--- config.mk ---
export PLATFORM = sky130hd
export DESIGN_NAME = psr_shift_register
export DESIGN_NICKNAME = d
export VERILOG_FILES = /design/src/rtl/psr_pkg.sv /design/src/rtl/psr_fifo.sv /design/src/rtl/psr_shift_register.sv
export SDC_FILE = /design/constraint.sdc
export NUM_CORES = 1
export LEC_CHECK = 0
export BUFFER_PORTS_ARGS = -buffer_cell sky130_fd_sc_hd__buf_2
export CAP_MARGIN = 20
export CORE_UTILIZATION = 60
export DETAILED_ROUTE_END_ITERATION = 8
export PLACE_DENSITY = 0.8
export REMOVE_ABC_BUFFERS = 1
export SETUP_SLACK_MARGIN = 0.1
export SYNTH_ARGS = -nofsm -noshare
export SYNTH_HDL_FRONTEND = slang
export SYNTH_SLANG_ARGS = --single-unit
--- constraint.sdc ---
create_clock -name ref_clk -period 2.7 [get_ports ref_clk]
set_input_delay 0.135 -clock ref_clk [delete_from_list [all_inputs] [get_ports ref_clk]]
set_output_delay 0.135 -clock ref_clk [all_outputs]
set_load 0.02 [all_outputs]
--- src/rtl/psr_pkg.sv ---
// Package for the parallel-load shift register block.
// Assumes a single clock domain; all users import psr_pkg::*.
package psr_pkg;

  // ==========================================================
  // Sizes
  localparam int STAGES = 8;
  localparam int FIFO_DEPTH = 8;

  // ==========================================================
  // Values after reset or clear
  localparam logic [STAGES-1:0] STAGES_RESET = 8'h00;
  localparam logic NOR_PREV_RESET = 1'h1;

  // ==========================================================
  // Stage positions
  localparam int FIRST_STAGE = 0;
  localparam int LAST_STAGE = STAGES - 1;

  // Mode select levels
  localparam logic MODE_LOAD = 1'h0;
  localparam logic MODE_SHIFT = 1'h1;

endpackage

--- src/rtl/psr_fifo.sv ---
// Small synchronous FIFO with valid/ready on both sides.
// Assumes DEPTH is a power of two and one clock; ce freezes all state.
`timescale 1ns/100ps
`default_nettype none
module psr_fifo #(
  parameter int WIDTH = 8,
  parameter int DEPTH = 8
) (
  // Clock and reset
  input wire logic ref_clk,
  input wire logic rstn,
  input wire logic ce,
  // Filling side
  input wire logic in_valid,
  input wire logic [WIDTH-1:0] in_data,
  output logic in_ready,
  // Draining side
  output logic out_valid,
  output logic [WIDTH-1:0] out_data,
  input wire logic out_ready
);
  localparam int PW = (DEPTH > 1) ? $clog2(DEPTH) : 1;
  localparam int CW = $clog2(DEPTH + 1);

  typedef struct packed {
    logic [DEPTH-1:0][WIDTH-1:0] mem;
    logic [PW-1:0] wr_ptr;
    logic [PW-1:0] rd_ptr;
    logic [CW-1:0] count;
    logic in_ready;
    logic out_valid;
    logic [WIDTH-1:0] out_data;
  } psr_fifo_state_type;

  psr_fifo_state_type s_q;
  psr_fifo_state_type s_d;

  // ==========================================================
  // Next state
  always_comb begin
    logic push;
    logic pop;
    push = 1'b0;
    pop = 1'b0;
    s_d = s_q;
    push = in_valid && s_q.in_ready;
    // Output register refills whenever it is empty or being taken
    pop = (s_q.count != '0) && (!s_q.out_valid || out_ready);
    if (s_q.out_valid && out_ready) begin
      s_d.out_valid = 1'b0;
    end
    if (pop) begin
      s_d.out_data = s_q.mem[s_q.rd_ptr];
      s_d.out_valid = 1'b1;
      s_d.rd_ptr = PW'(s_q.rd_ptr + 1'b1);
    end
    if (push) begin
      s_d.mem[s_q.wr_ptr] = in_data;
      s_d.wr_ptr = PW'(s_q.wr_ptr + 1'b1);
    end
    if (push && !pop) begin
      s_d.count = CW'(s_q.count + 1'b1);
    end else if (pop && !push) begin
      s_d.count = CW'(s_q.count - 1'b1);
    end
    // Registered so the ready seen outside is honest for the next cycle
    s_d.in_ready = (s_d.count != CW'(DEPTH));
  end

  always_ff @(posedge ref_clk or negedge rstn) begin
    if (!rstn) begin
      s_q <= '0;
      s_q.in_ready <= 1'b1;
    end else if (ce) begin
      s_q <= s_d;
    end
  end

  assign in_ready = s_q.in_ready;
  assign out_valid = s_q.out_valid;
  assign out_data = s_q.out_data;

endmodule
`default_nettype wire

--- src/rtl/psr_shift_register.sv ---
// Eight-stage parallel-load / serial-in shift register, sampled design.
// Assumes all pins are synchronous to ref_clk; the pin clock pair is
// edge-detected at ref_clk rate, so it must be well below 100 MHz.
// Each pin-clock edge that shifts or loads also offers a snapshot of all stages to a small FIFO;
// a full FIFO drops it rather than stall the register.
// ce low freezes the stages, the edge history and the FIFO alike.
//
// How it works
// - With mode select high each active edge shifts the serial input into the register.
// - With mode select low the broadside inputs are copied in on the next active edge only.
// - During a broadside load the serial input is ignored by every stage.
// - The working clock is the NOR of the two clock pins and only its rising edge acts.
// - While either clock pin is high the other is ignored and all stages hold.
// - While either clock pin is low the other one serves as the clock, so a gate can stop it.
// - A low clear input zeroes all stages at the next ce-qualified ref_clk sample, overriding clocks, mode and data.
// - A serial bit reaches the last-stage output after exactly eight active edges.
// - A loaded last-stage bit appears on the last-stage output after one active edge.
`timescale 1ns/100ps
`default_nettype none
module psr_shift_register
  import psr_pkg::*;
#(
  parameter int WIDTH = STAGES,
  parameter int DEPTH = FIFO_DEPTH
) (
  // Clock, reset, enable
  input wire logic ref_clk,
  input wire logic rstn,
  input wire logic ce,
  // Register pins
  input wire logic shift_mode,
  input wire logic serial_input,
  input wire logic [WIDTH-1:0] parallel_data,
  input wire logic clock_input,
  input wire logic clock_gate_input,
  input wire logic direct_clear_input_n,
  // Stage outputs
  output logic last_stage_output,
  output logic first_stage_value,
  // Snapshot stream after each shift or load edge
  output logic capture_ready,
  output logic snap_valid,
  output logic [WIDTH-1:0] snap_data,
  input wire logic snap_ready
);

  typedef struct packed {
    logic [WIDTH-1:0] stages;
    logic nor_prev;
    logic push;
    logic [WIDTH-1:0] push_data;
  } psr_state_type;

  psr_state_type s_q;
  psr_state_type s_d;
  logic fifo_in_ready;

  // ==========================================================
  // Stage actions
  // One action per ref_clk sample; clear outranks any pin-clock edge
  typedef enum logic [1:0] {
    ACT_HOLD = 2'b00,
    ACT_CLEAR = 2'b01,
    ACT_SHIFT = 2'b10,
    ACT_LOAD = 2'b11
  } psr_action_type;

  // ==========================================================
  // Helpers

  // Working clock of the stages: high only while both clock pins are low,
  // so either pin held high parks the other one
  function automatic logic clock_net(
    input logic clk_pin,
    input logic gate_pin
  );
    return ~(clk_pin | gate_pin);
  endfunction

  // Edge of the working clock between two ce-qualified samples; a slow
  // pin clock is needed, since a pulse shorter than one sample is lost
  function automatic logic rising(
    input logic now_level,
    input logic prev_level
  );
    return now_level & ~prev_level;
  endfunction

  // Clear first, then a pin-clock edge in the selected mode
  function automatic psr_action_type decode_action(
    input logic clear_n,
    input logic edge_seen,
    input logic mode
  );
    psr_action_type act;
    act = ACT_HOLD;
    if (!clear_n) begin
      act = ACT_CLEAR;
    end else if (edge_seen && (mode == MODE_SHIFT)) begin
      act = ACT_SHIFT;
    end else if (edge_seen) begin
      act = ACT_LOAD;
    end
    return act;
  endfunction

  // Serial bit enters the first stage; the last stage's bit drops off,
  // so eight edges carry a serial bit to the last-stage output
  function automatic logic [WIDTH-1:0] shift_in(
    input logic [WIDTH-1:0] cur,
    input logic serial_bit
  );
    return {cur[WIDTH-2:0], serial_bit};
  endfunction

  // A load takes the broadside word alone; the serial pin plays no part,
  // and the loaded last-stage bit shows at the output after one edge
  function automatic logic [WIDTH-1:0] load_in(
    input logic [WIDTH-1:0] par
  );
    return par;
  endfunction

  // Only a real pin-clock edge offers a snapshot,
  // so a clear never shows up in the snapshot stream
  function automatic logic takes_snapshot(
    input psr_action_type act
  );
    return (act == ACT_SHIFT) || (act == ACT_LOAD);
  endfunction

  // Next value of all stages for one action; hold is the default
  function automatic logic [WIDTH-1:0] next_stages(
    input psr_action_type act,
    input logic [WIDTH-1:0] cur,
    input logic serial_bit,
    input logic [WIDTH-1:0] par
  );
    logic [WIDTH-1:0] nxt;
    nxt = cur;
    case (act)
      ACT_CLEAR: begin
        nxt = WIDTH'(STAGES_RESET);
      end
      ACT_SHIFT: begin
        nxt = shift_in(cur, serial_bit);
      end
      ACT_LOAD: begin
        nxt = load_in(par);
      end
      default: begin
        nxt = cur;
      end
    endcase
    return nxt;
  endfunction

  // ==========================================================
  // Next state
  always_comb begin
    logic nor_now;
    logic active_edge;
    psr_action_type action;
    nor_now = 1'b0;
    active_edge = 1'b0;
    action = ACT_HOLD;
    s_d = s_q;
    s_d.push = 1'b0;
    nor_now = clock_net(clock_input, clock_gate_input);
    active_edge = rising(nor_now, s_q.nor_prev);
    // History moves only with ce, so a frozen sample never fakes an edge
    s_d.nor_prev = nor_now;
    // Gate is taken to rise only while the clock pin is high
    action = decode_action(direct_clear_input_n, active_edge, shift_mode);
    s_d.stages = next_stages(action, s_q.stages, serial_input, parallel_data);
    // A full FIFO drops the snapshot; capture_ready low shows it, and
    // the stages never stall behind a slow consumer
    if (takes_snapshot(action)) begin
      s_d.push = 1'b1;
      s_d.push_data = s_d.stages;
    end
  end

  // ==========================================================
  // Registers
  always_ff @(posedge ref_clk or negedge rstn) begin
    if (!rstn) begin
      s_q <= '0;
      s_q.stages <= STAGES_RESET;
      // A NOR already high at release is history, not an edge
      s_q.nor_prev <= NOR_PREV_RESET;
    end else if (ce) begin
      s_q <= s_d;
    end
  end

  // ==========================================================
  // Snapshot buffer
  // Snapshots are registered before the FIFO, so push and data agree
  psr_fifo #(
    .WIDTH(WIDTH),
    .DEPTH(DEPTH)
  ) u_fifo (
    .ref_clk(ref_clk),
    .rstn(rstn),
    .ce(ce),
    .in_valid(s_q.push),
    .in_data(s_q.push_data),
    .in_ready(fifo_in_ready),
    .out_valid(snap_valid),
    .out_data(snap_data),
    .out_ready(snap_ready)
  );

  // ==========================================================
  // Outputs, every one a flop: two stage taps and the FIFO's registers
  assign last_stage_output = s_q.stages[LAST_STAGE];
  assign first_stage_value = s_q.stages[FIRST_STAGE];
  assign capture_ready = fifo_in_ready;

endmodule
`default_nettype wire

==> summary.md, run 1 <==
| Metric | Value |
|---|---|
| Clk_lat worst skew | 0.35 ns |
| Routability cong. | 0.859 |
| Synth Area in XOR/XNOR | 1.12% |
| FP Rows | 31 |
| Hold crit path type | in -> reg |
| I/O pin total | 29 |
| Rel. slew slack | 43.1% |
| Die height | 90.6 µm |
| Core footprint | 7410 µm² |
| Power per Cell Area | 804 nW/µm² |
| Post-Synth Simple-Gate Area | 7.38% |
| Part of the cycle the worst path needs | 86.0% |
| Max Cap Violations | 0 |
| First-pass GRT wire length | 14,500 µm |
| Layout Nets | 397 |
| Multi-input gate area | 1990 µm² |
| CP Launch Type | flop |
| RSZ-0062 raised after global routing | false |
| WP data arrival | 2.56 ns |
| Initial DRC Count | 154 |
| DR WL/cell | 17.7 µm |
| Fillcell total | 518 |
| Fin. max-slew vios | 0 |
| Length of the first detailed-routing pass in iterations | 5 |
| H-tree level count | 3 |
| Core Util, Final | 68.9% |
| Synth Area in Compound Gates | 6.19% |
| Post-route non-filler standard cell count | 480 |
| Pwr Total | 4.10 mW |
| Total grt overflow | 0 |
| Setup violators final | 0 |
| Setup Buffers After CTS | 0 |
| Pleak | 2.46 nW |
| Setup TNS | 0 ns |
| Initial antenna violation count | 0 |
| Setup WS pre-CTS | 0.416 ns |
| GRT Total Usage | 23.1% |
| Vias | 2,788 |
| Seq cells post-synth | 102 |
| Slew at the pin with the worst max-slew slack | 0.853 ns |
| DIE WIDTH | 90.6 µm |
| Largest family of logic cells by synthesized area | multiplexers |
| CTS sink cnt | 102 |
| Root buffer cell | clkbuf_8 |
| Avg Inst Size Synth | 13.4 µm² |
| Crit path kind | reg -> reg |
| Sequential cell area | 2550 µm² |
| VDD IR max | 0.466 mV |
| Period minus WS final | 2.32 ns |
| Vias in the first global route | 2,858 |
| Area grow syn2layout | 8.29% |
| PostCTS Resize Cnt | 0 |
| Most frequent cells in the layout | dfrtp_1 (100), mux2_2 (59), nand2_1 (28) |
| Largest net degree at the start of global routing | 61 |
| Adder-Cell Fraction of Synth Area | 1.06% |
| Post-DP HPWL | 5880 µm |
| Netlist Area Pre-Place | 4710 µm² |
| Synth Flop Type | dfrtp_1 |
| Routed vias/inst | 5.81 |
| DIE AREA | 8210 µm² |
| CP max FO | 8 |
| Placed Cells | 463 |
| Antenna viol nets, final | 0 |
| Maximum clock insertion buffer count | 2 |
| IO Port Bufs | 28 |
| Setup Skew | 0.0109 ns |
| Ratio of cells with drive above 1 in the final layout | 37.8% |
| Worst path required time | 2.93 ns |
| Mapped Cells | 351 |
| CTS clk-pin slew, worst paths | 0.09 ns |
| CTS tree | done |
| Synth Warn # | 0 |
| Num CTS Buffers | 9 |
| Max Fclk | 430 MHz |
| Status | complete, no violations |
| Async set-reset flop share out of synthesis | 100% |
| Mux cell area share after synthesis | 26.4% |
| # diodes | 0 |
| Post-synth EDFFs | 0 |
| Initial Utilization | 63.6% |
| Final Hold Viols | 0 |
| Commonest non-fill, non-tap cell in the layout | dfrtp_1 |
| Yosys cell types | 40 |
| CP endpoint kind | flop |
| Residual DRC count | 0 |
| Final worst slack | 0.377 ns |
| Post-Route WL | 8510 µm |
| Seq/Total Area, Yosys | 54.2% |
critical path: stages, from the launching register on:
cell and delay (ns):
dfstp_2 0.56, and2_1 0.31, nand2_4 0.08, or2_1 0.29
or3_1 0.57, mux2_4 0.39
kinds of logic (layout without fill, tap and decap cells):
family / Yosys count / after routing
AOI/OAI and AO/OA: 44 / 44
xor gates and xnor gates: 6 / 6
adders and majority gates: 4 / 4
buffers and inverters: 30 / 60
DFF: 102 / 102
muxes: 93 / 93
and+or+nand+nor: 72 / 72
through the flow:
step           hold slack [ns]  instance area (µm²)
3_5_place_dp             0.264                 4920
2_1_floorplan           -0.161                 4550
6_report                0.0741                 5100
4_1_cts                 0.0587                 5100
5_1_grt                 0.0823                 5100
3_3_place_gp             0.255                 4920
sequential cells by signal, indices dropped and copies added, names as in the netlist:
name,flops
first_stage_value,1
s_q,16
u_fifo.out_data,8
u_fifo.in_ready,1
u_fifo.s_q,74
last_stage_output,1
u_fifo.out_valid,1
repair_timing:
action	4_1_cts	5_1_grt
hold buffers	1	0
endpoints found under the hold margin	57	0
setup endpoints to repair	0	0
final cells by class:
| cell class | count | share of cell area [%] |
|---|---|---|
| tap | 99 | 2.43 |
| sequential | 102 | 50.1 |
| clock inverter | 3 | 0.392 |
| multi-input combinational | 219 | 39.0 |
| inverter | 3 | 0.221 |
| clock buffer | 13 | 2.92 |
| timing repair buffer | 41 | 5.00 |
cells in the mapped netlist (all sizes together) (3+ instances only):
cell    instances  area, µm²
buf            17        120
mux2           67        785
dfrtp         100       2500
or3             3       23.8
nand2          29        116
a222oi          7       70.1
nor2           17       71.3
nand2b          4       25.0
mux2i          10        100
inv             3       11.3
mux4           16        360
clkbuf         10       37.5
ha              4       50.1
a21oi          10       50.1
xnor2           6       52.6
nand3           7       35.0
o21ai          18       90.1
nor2b           3       18.8
metal layers:
layer / global-route usage (%) / vias to the layer above / wire [µm]
met5: 0 / - / 0
met2: 37.6 / 49 / 4250
met3: 4.63 / 4 / 237
li1: - / 1310 / -
met4: 5.24 / 0 / 50
met1: 32.3 / 1425 / 3970
path summary, 6_finish.rpt:
| check | end | start | cells after the start | slack, ns |
|---|---|---|---|---|
| worst min register to register | u_fifo.out_data[3] | u_fifo.out_data[3] | 2 | 0.48 |
| worst max register to register | u_fifo.s_q[21] | u_fifo.in_ready | 5 | 0.38 |
| worst min-delay path | u_fifo.out_valid | snap_ready | 4 | 0.07 |
| worst max-delay path | u_fifo.s_q[21] | u_fifo.in_ready | 5 | 0.38 |
| min in group asynchronous | u_fifo.s_q[83] | rstn | 2 | 0.40 |
| max in group asynchronous | u_fifo.s_q[53] | rstn | 3 | 1.60 |
report_power, final:
part | internal (mW) | total [mW] | leakage, nW | switching [mW]
Clock | 0.361 | 0.842 | 0.0796 | 0.481
Combinational | 0.594 | 1.07 | 1.01 | 0.475
Sequential | 1.82 | 2.19 | 1.37 | 0.367
Total | 2.78 | 4.10 | 2.46 | 1.32
Note: power is estimated with default switching activity, not from simulation.
==> run 2: changes to the inputs <==
--- a/config.mk
+++ b/config.mk
@@ -14,4 +14,5 @@
 export SETUP_SLACK_MARGIN = 0.1
 export SYNTH_ARGS = -nofsm -noshare
 export SYNTH_HDL_FRONTEND = slang
+export SYNTH_HIERARCHICAL = 1
 export SYNTH_SLANG_ARGS = --single-unit
==> run 2 against run 1 <==
Die area is 0.21% higher. Register-to-register slack better by 0.25 ns. Clock power is 17% higher. Combinational power hardly changed. Final area is 0.69% higher. Critical path type unchanged. Largest power group unchanged.
==> summary.md, run 2 <==
| Metric | Value |
|---|---|
| Slew at the pin with the worst max-slew slack | 0.785 ns (-0.0684 ns) |
| Ratio of cells with drive above 1 in the final layout | 40.8% (+3.0 points) |
| Num CTS Buffers | 9 (unchanged) |
| Seq cells post-synth | 102 (unchanged) |
| Largest cells by area after synthesis | dfrtp_1 (53%), mux2_2 (14%), mux4_2 (7.6%), mux2i_1 (3.4%), a21o_1 (2.5%) |
| Total grt overflow | 0 (unchanged) |
| # diodes | 0 (unchanged) |
| Status | complete, no violations |
| CP endpoint kind | flop |
| Hold crit path type | in -> reg |
| Mapped Cells | 336 (-4.3%) |
| Setup violators final | 0 (unchanged) |
| Rel. slew slack | 47.7% (+4.6 points) |
| I/O pin total | 29 (unchanged) |
| Layout Nets | 384 (-3.3%) |
| CP max FO | 9 (+1) |
| Most common cell in the netlist | dfrtp_1 |
| Yosys cell types | 39 (-2.5%) |
| Initial antenna violation count | 0 (unchanged) |
| Fin. max-slew vios | 0 (unchanged) |
| Routability cong. | 0.838 (-2.5%) |
| IO Port Bufs | 28 (unchanged) |
| Routed vias/inst | 5.84 (+0.53%) |
| Post-synth EDFFs | 0 (unchanged) |
| Maximum clock insertion buffer count | 2 (unchanged) |
| Crit path kind | reg -> reg |
| Part of the cycle the worst path needs | 76.7% (-9.4 points) |
| Hold WS | 0.0319 ns (-0.0422 ns) |
| Synth Flop Type | dfrtp_1 |
| CTS clk-pin slew, worst paths | 0.10 ns (about the same) |
| Synth Warn # | 6 (+6) |
| Avg Inst Size Synth | 14.0 µm² (+4.7%) |
| GRT Total Usage | 24.0% (+0.91 points) |
| FP Rows | 31 (unchanged) |
| Final Hold Viols | 0 (unchanged) |
| Post-synth top area cell | dfrtp_1 |
| Power per Cell Area | 827 nW/µm² (+2.9%) |
| Max reg flops | 74 (unchanged) |
| CTS sink cnt | 102 (unchanged) |
| Die height | 90.7 µm (+0.10%) |
| Length of the first detailed-routing pass in iterations | 4 (-1) |
| Residual DRC count | 0 (unchanged) |
| Top cells by count, synth | dfrtp_1 (100), mux2_2 (59), nand2_1 (19) |
| Antenna viol nets, final | 0 (unchanged) |
| Commonest non-fill, non-tap cell in the layout | dfrtp_1 |
| Setup TNS | 0 ns (unchanged) |
| Clk_lat worst skew | 0.37 ns (+0.02 ns) |
| Max Cap Violations | 0 (unchanged) |
| Max stage delay cell, worst path | dfstp_2 |
| DR WL/cell | 18.3 µm (+3.5%) |
| Setup Buffers After CTS | 0 (unchanged) |
| Post-DP HPWL | 5900 µm (+0.47%) |
| Post-Route WL | 8570 µm (+0.66%) |
| Cts hold-fix bufs | 1 (unchanged) |
| Initial Utilization | 63.4% (-0.20 points) |
| CTS tree | done |
| DIE AREA | 8230 µm² (+0.21%) |
| Netlist Area Pre-Place | 4720 µm² (+0.21%) |
| Share of Yosys cell area claimed by the top area cell type | 53.0% (-0.11 points) |
| PostCTS Resize Cnt | 0 (unchanged) |
| VDD IR max | 0.464 mV (-0.58%) |
| Pleak | 2.58 nW (+5.0%) |
| Period minus WS final | 2.07 ns (-0.253 ns) |
| Area grow syn2layout | 8.80% |
| Crit-path max cell delay | 0.62 ns (+0.05 ns) |
| Reg2Reg Setup Slack | 0.63 ns (+0.25 ns) |
| CP cell instances | nand3_2 > or2_1 > or3_1 > mux2_4 |
| WP data arrival | 2.33 ns (-0.23 ns) |
| Max Fclk | 483 MHz (+12%) |
| Setup Skew | 0.0134 ns (+0.00250 ns) |
| RSZ-0062 raised after global routing | false |
| Seq/Total Area, Yosys | 54.1% (-0.11 points) |
| Async set-reset flop share out of synthesis | 100% (unchanged) |
| Worst path required time | 2.96 ns (+0.03 ns) |
| First-pass GRT wire length | 14,800 µm (+1.8%) |
| DIE WIDTH | 90.7 µm (+0.10%) |
| CP Launch Type | flop |
| Most frequent cells in the layout | dfrtp_1 (100), mux2_2 (59), buf_2 (27) |
| Core footprint | 7450 µm² (+0.52%) |
| Vias | 2,727 (-2.2%) |
| Root buffer cell | clkbuf_8 |
| Vias in the first global route | 2,843 (-0.52%) |
| Initial DRC Count | 111 (-28%) |
| Biggest register | u_fifo/s_q |
| Largest net degree at the start of global routing | 55 (-9.8%) |
| H-tree level count | 3 (unchanged) |
[run 2: cell count changes after synthesis, moves of 3 or more]
cell,delta
a222oi_1,-7
nor3_2,+8
a21o_1,+14
clkbuf_1,-7
nor2_1,-5
nand2_1,-9
a21oi_1,-7
mux2i_1,+6
o21ai_0,-7
inv_1,+3
nand3_1,-4
[run 2: worst max-delay path: cells and delay by family (launching register included)]
kind	cells	cell delay (ns)
simple gates	3	0.95
mux	1	0.37
flops	1	0.62
[run 2: metal layers]
metal  track usage, %  part of all wire (%)  vias to the layer above
li1                 -                     -                     1262
met1             31.6                    44                     1385
met2             38.3                    49                       69
met3             6.65                   4.7                       11
met4             8.60                   1.5                        0
met5                0                     0                        -
[run 2: cells by family (layout without fill, tap and decap cells)]
family / Yosys count / count (layout) / share of synthesized area (%)
mux: 99 / 99 / 27.6
buf+inv: 27 / 59 / 3.39
xor+xnor: 8 / 8 / 1.48
flops: 102 / 102 / 54.1
compound gates: 38 / 38 / 5.49
simple gates: 58 / 58 / 6.81
fa+ha+maj: 4 / 4 / 1.06
[run 2: path summary, 6_finish.rpt]
kind	startpoint	endpoint	cells past startpoint
setup / recovery	u_fifo/in_ready	u_fifo/s_q[26]	4
hold / removal	snap_ready	u_fifo/out_valid	4
setup reg to reg	u_fifo/in_ready	u_fifo/s_q[26]	4
hold reg to reg	u_fifo/out_data[6]	u_fifo/out_data[6]	2
max in group asynchronous	rstn	u_fifo/s_q[52]	3
min in group asynchronous	rstn	last_stage_output	2
[run 2: metrics by stage]
stage               cell area (µm²)  setup WS, ns  power [mW]  util, %  instances
finish                         5140         0.630        4.25     69.0        467
detailed placement             4920         0.652        3.30     66.1        450
global placement               4920         0.704        3.24     66.1        450
global route                   5140         0.481        4.50     69.0        467
floorplan                      4580         0.698        2.94        -        315
CTS                            5140         0.626        4.29     69.0        467
[run 2: report_power, final]
part	internal (mW)	switching, mW
sequential	1.83	0.358
combinational	0.604	0.468
clock	0.438	0.548
total	2.88	1.37
[run 2: area by class of cell]
class	count	area, µm²
clock buffers	9	124
inverters	6	22.5
fillers	542	2310
multi-input cells	207	2010
clock inverters	7	80.1
well taps	99	124
flip-flops and latches	102	2550
repair buffers	37	225
==> run 3: changes to the inputs <==
--- a/config.mk
+++ b/config.mk
@@ -7,9 +7,9 @@
 export LEC_CHECK = 0
 export BUFFER_PORTS_ARGS = -buffer_cell sky130_fd_sc_hd__buf_2
 export CAP_MARGIN = 20
-export CORE_UTILIZATION = 60
+export CORE_UTILIZATION = 54
 export DETAILED_ROUTE_END_ITERATION = 8
-export PLACE_DENSITY = 0.8
+export PLACE_DENSITY = 0.76
 export REMOVE_ABC_BUFFERS = 1
 export SETUP_SLACK_MARGIN = 0.1
 export SYNTH_ARGS = -nofsm -noshare
==> constraint.sdc (replaced) <==
create_clock -name ref_clk -period 1.7 [get_ports ref_clk]
set_input_delay 0.085 -clock ref_clk [delete_from_list [all_inputs] [get_ports ref_clk]]
set_output_delay 0.085 -clock ref_clk [all_outputs]
set_load 0.02 [all_outputs]
==> run 3 against run 2 <==
Power grew 76%. The run now ends with negative setup slack left. Clock skew decreased by 0.0043 ns. Via count rose by 8.7%.
==> summary.md, run 3 (synthesis results as in run 2) <==
| Metric | Value |
|---|---|
| Post-route non-filler standard cell count | 508 (+8.8%) |
| Commonest non-fill, non-tap cell in the layout | dfrtp_1 |
| Pleak | 2.89 nW (+12%) |
| Slew at the pin with the worst max-slew slack | 0.613 ns (-0.171 ns) |
| Post-DP Area | 5200 µm² (+5.7%) |
| Routed vias/inst | 5.83 (about the same) |
| VDD IR max | 0.761 mV (+64%) |
| Capture point of the worst reg-to-reg path | u_fifo/s_q[24] |
| Power per Cell Area | 1270 nW/µm² (+54%) |
| Core footprint | 8340 µm² (+12%) |
| CTS clk-pin slew, worst paths | 0.09 ns (about the same) |
| Clk_lat worst skew | 0.37 ns (about the same) |
| WP data arrival | 2.07 ns (-0.26 ns) |
| Residual DRC count | 0 (unchanged) |
| DIE AREA | 9120 µm² (+11%) |
| Hold crit path type | in -> reg |
| Layout Nets | 419 (+9.1%) |
| IO Port Bufs | 28 (unchanged) |
| Area grow syn2layout | 24.9% |
| Vias in the first global route | 3,056 (+7.5%) |
| Initial Utilization | 56.6% (-6.8 points) |
| Pwr Total | 7.50 mW (+76%) |
| Design Area, Final | 5890 µm² (+15%) |
| Setup Skew | 0.00905 ns (-0.00435 ns) |
| Length of the first detailed-routing pass in iterations | 4 (unchanged) |
| GRT Total Usage | 24.4% (+0.38 points) |
| Fillcell total | 529 (-2.4%) |
| Worst path required time | 1.96 ns (-1.00 ns) |
| Max Fclk | 551 MHz (+14%) |
| Family with the most delay on the worst path | simple AND/OR/NAND/NOR gates |
| Ratio of cells with drive above 1 in the final layout | 50.1% (+9.4 points) |
| Rel. slew slack | 58.8% (+11 points) |
| Setup WS pre-CTS | -0.0887 ns (-0.741 ns) |
| Part of the cycle the worst path needs | 107% (+30 points) |
| Placed Cells | 484 (+7.6%) |
| Reg2Reg Setup Slack | -0.12 ns (-0.74 ns) |
| CTS tree | done |
| Max stage delay cell, worst path | dfstp_2 |
| Status | finished with violations |
| R2R Path Start | u_fifo/in_ready |
| CP Buf/Inv Count | 1 (+1) |
| Final worst slack | -0.115 ns (-0.745 ns) |
| Post-DP HPWL | 6190 µm (+4.8%) |
| Hold EP | u_fifo/s_q[19] |
| FP Rows | 33 (+6.5%) |
| Routability cong. | 0.817 (-2.4%) |
| Failing checks | negative setup slack |
| Antenna viol nets, final | 0 (unchanged) |
| H-tree level count | 3 (unchanged) |
| Max reg flops | 74 (unchanged) |
| Worst R2R Path Depth | 5 (+1) |
| CP endpoint kind | flop |
| CP Launch Type | flop |
| Core Util, Final | 70.7% (+1.7 points) |
| Crit path kind | reg -> reg |
| Most frequent cells in the layout | dfrtp_1 (99), mux2_4 (57), buf_2 (27) |
| Fin. max-slew vios | 0 (unchanged) |
| Initial antenna violation count | 0 (unchanged) |
| RSZ-0062 raised after global routing | true |
| Setup violators final | 52 (+52) |
| DIE WIDTH | 95.5 µm (+5.3%) |
| WHS Path Cells | 3 (-1) |
| Hold WS | 0.0872 ns (+0.0553 ns) |
| Crit-path max cell delay | 0.57 ns (-0.05 ns) |
| # diodes | 0 (unchanged) |
| Largest net degree at the start of global routing | 35 (-36%) |
| Setup TNS | -1.66 ns (-1.66 ns) |
| CP max FO | 8 (-1) |
| Max Cap Violations | 0 (unchanged) |
| I/O pin total | 29 (unchanged) |
| CTS sink cnt | 102 (unchanged) |
| Post-Route WL | 10,300 µm (+21%) |
| Maximum clock insertion buffer count | 2 (unchanged) |
| Period minus WS final | 1.82 ns (-0.255 ns) |
| DR WL/cell | 20.3 µm (+11%) |
| Final Hold Viols | 0 (unchanged) |
| First-pass GRT wire length | 16,200 µm (+9.7%) |
| Vias | 2,964 (+8.7%) |
| Hold path startpoint | ce |
| Root buffer cell | clkbuf_8 |
| Biggest register | u_fifo/s_q |
| Total grt overflow | 0 (unchanged) |
| Num CTS Buffers | 9 (unchanged) |
| Initial DRC Count | 141 (+27%) |
| Die height | 95.5 µm (+5.3%) |
| CP cell instances | nand3_2 > or2_4 > or3_4 > buf_8 > mux2_4 |
==> run 3: cell types whose count changed in the layout (fill, tap and decap cells not counted), moves of 3 or more <==
cell / change
buf_4: +13
nor2_1: -4
mux2_4: +49
buf_12: +6
mux2_2: -49
nor2_2: -3
buf_8: +5
nor2_4: +7
buf_6: +7
clkbuf_8: +3
==> run 3: timing repair <==
| action | in CTS | in global routing |
|---|---|---|
| gates cloned | 0 | 2 |
| resized for setup | 81 | 20 |
| pin swaps | 6 | 6 |
| hold endpoints to repair | 32 | 0 |
| hold buffers | 3 | 0 |
| setup endpoints to repair | 78 | 79 |
| setup buffers | 1 | 2 |
==> run 3: worst max path at each step <==
stage                    startpoint              to  slack (ns)  cells after the start
floorplan           u_fifo/in_ready  u_fifo/s_q[20]       -0.30                      4
global placement    u_fifo/in_ready  u_fifo/s_q[23]       -0.04                      5
detailed placement  u_fifo/in_ready  u_fifo/s_q[54]       -0.09                      6
CTS                 u_fifo/in_ready  u_fifo/s_q[26]       -0.05                      5
global route        u_fifo/in_ready  u_fifo/s_q[24]       -0.13                      5
finish              u_fifo/in_ready  u_fifo/s_q[24]       -0.12                      5
==> run 3: power by group <==
part	leakage, nW	switching, mW	internal [mW]
clock	0.0954	0.792	0.649
combinational	1.42	1.16	1.47
sequential	1.38	0.513	2.92
==> run 3: final cells by class <==
cell class,count,area [µm²],area share [%]
sequential,102,2560,43.4
multi-input combinational,207,2330,39.5
timing repair buffer,72,667,11.3
clock buffer,13,169,2.87
tap,105,131,2.23
inverter,6,22.5,0.382
clock inverter,3,17.5,0.297
==> run 3: per-layer routing <==
layer | part of all wire, % | global-route usage (%)
met2 | 50 | 40.2
met5 | 0 | 0
met4 | 1.4 | 7.21
met1 | 45 | 32.2
met3 | 3.4 | 5.82
==> run 3: worst register-to-register path: cells and delay by family (launching register included) <==
family | cells | cell delay (ns)
buf+inv | 1 | 0.16
mux | 1 | 0.30
flops | 1 | 0.57
simple gates | 3 | 0.69
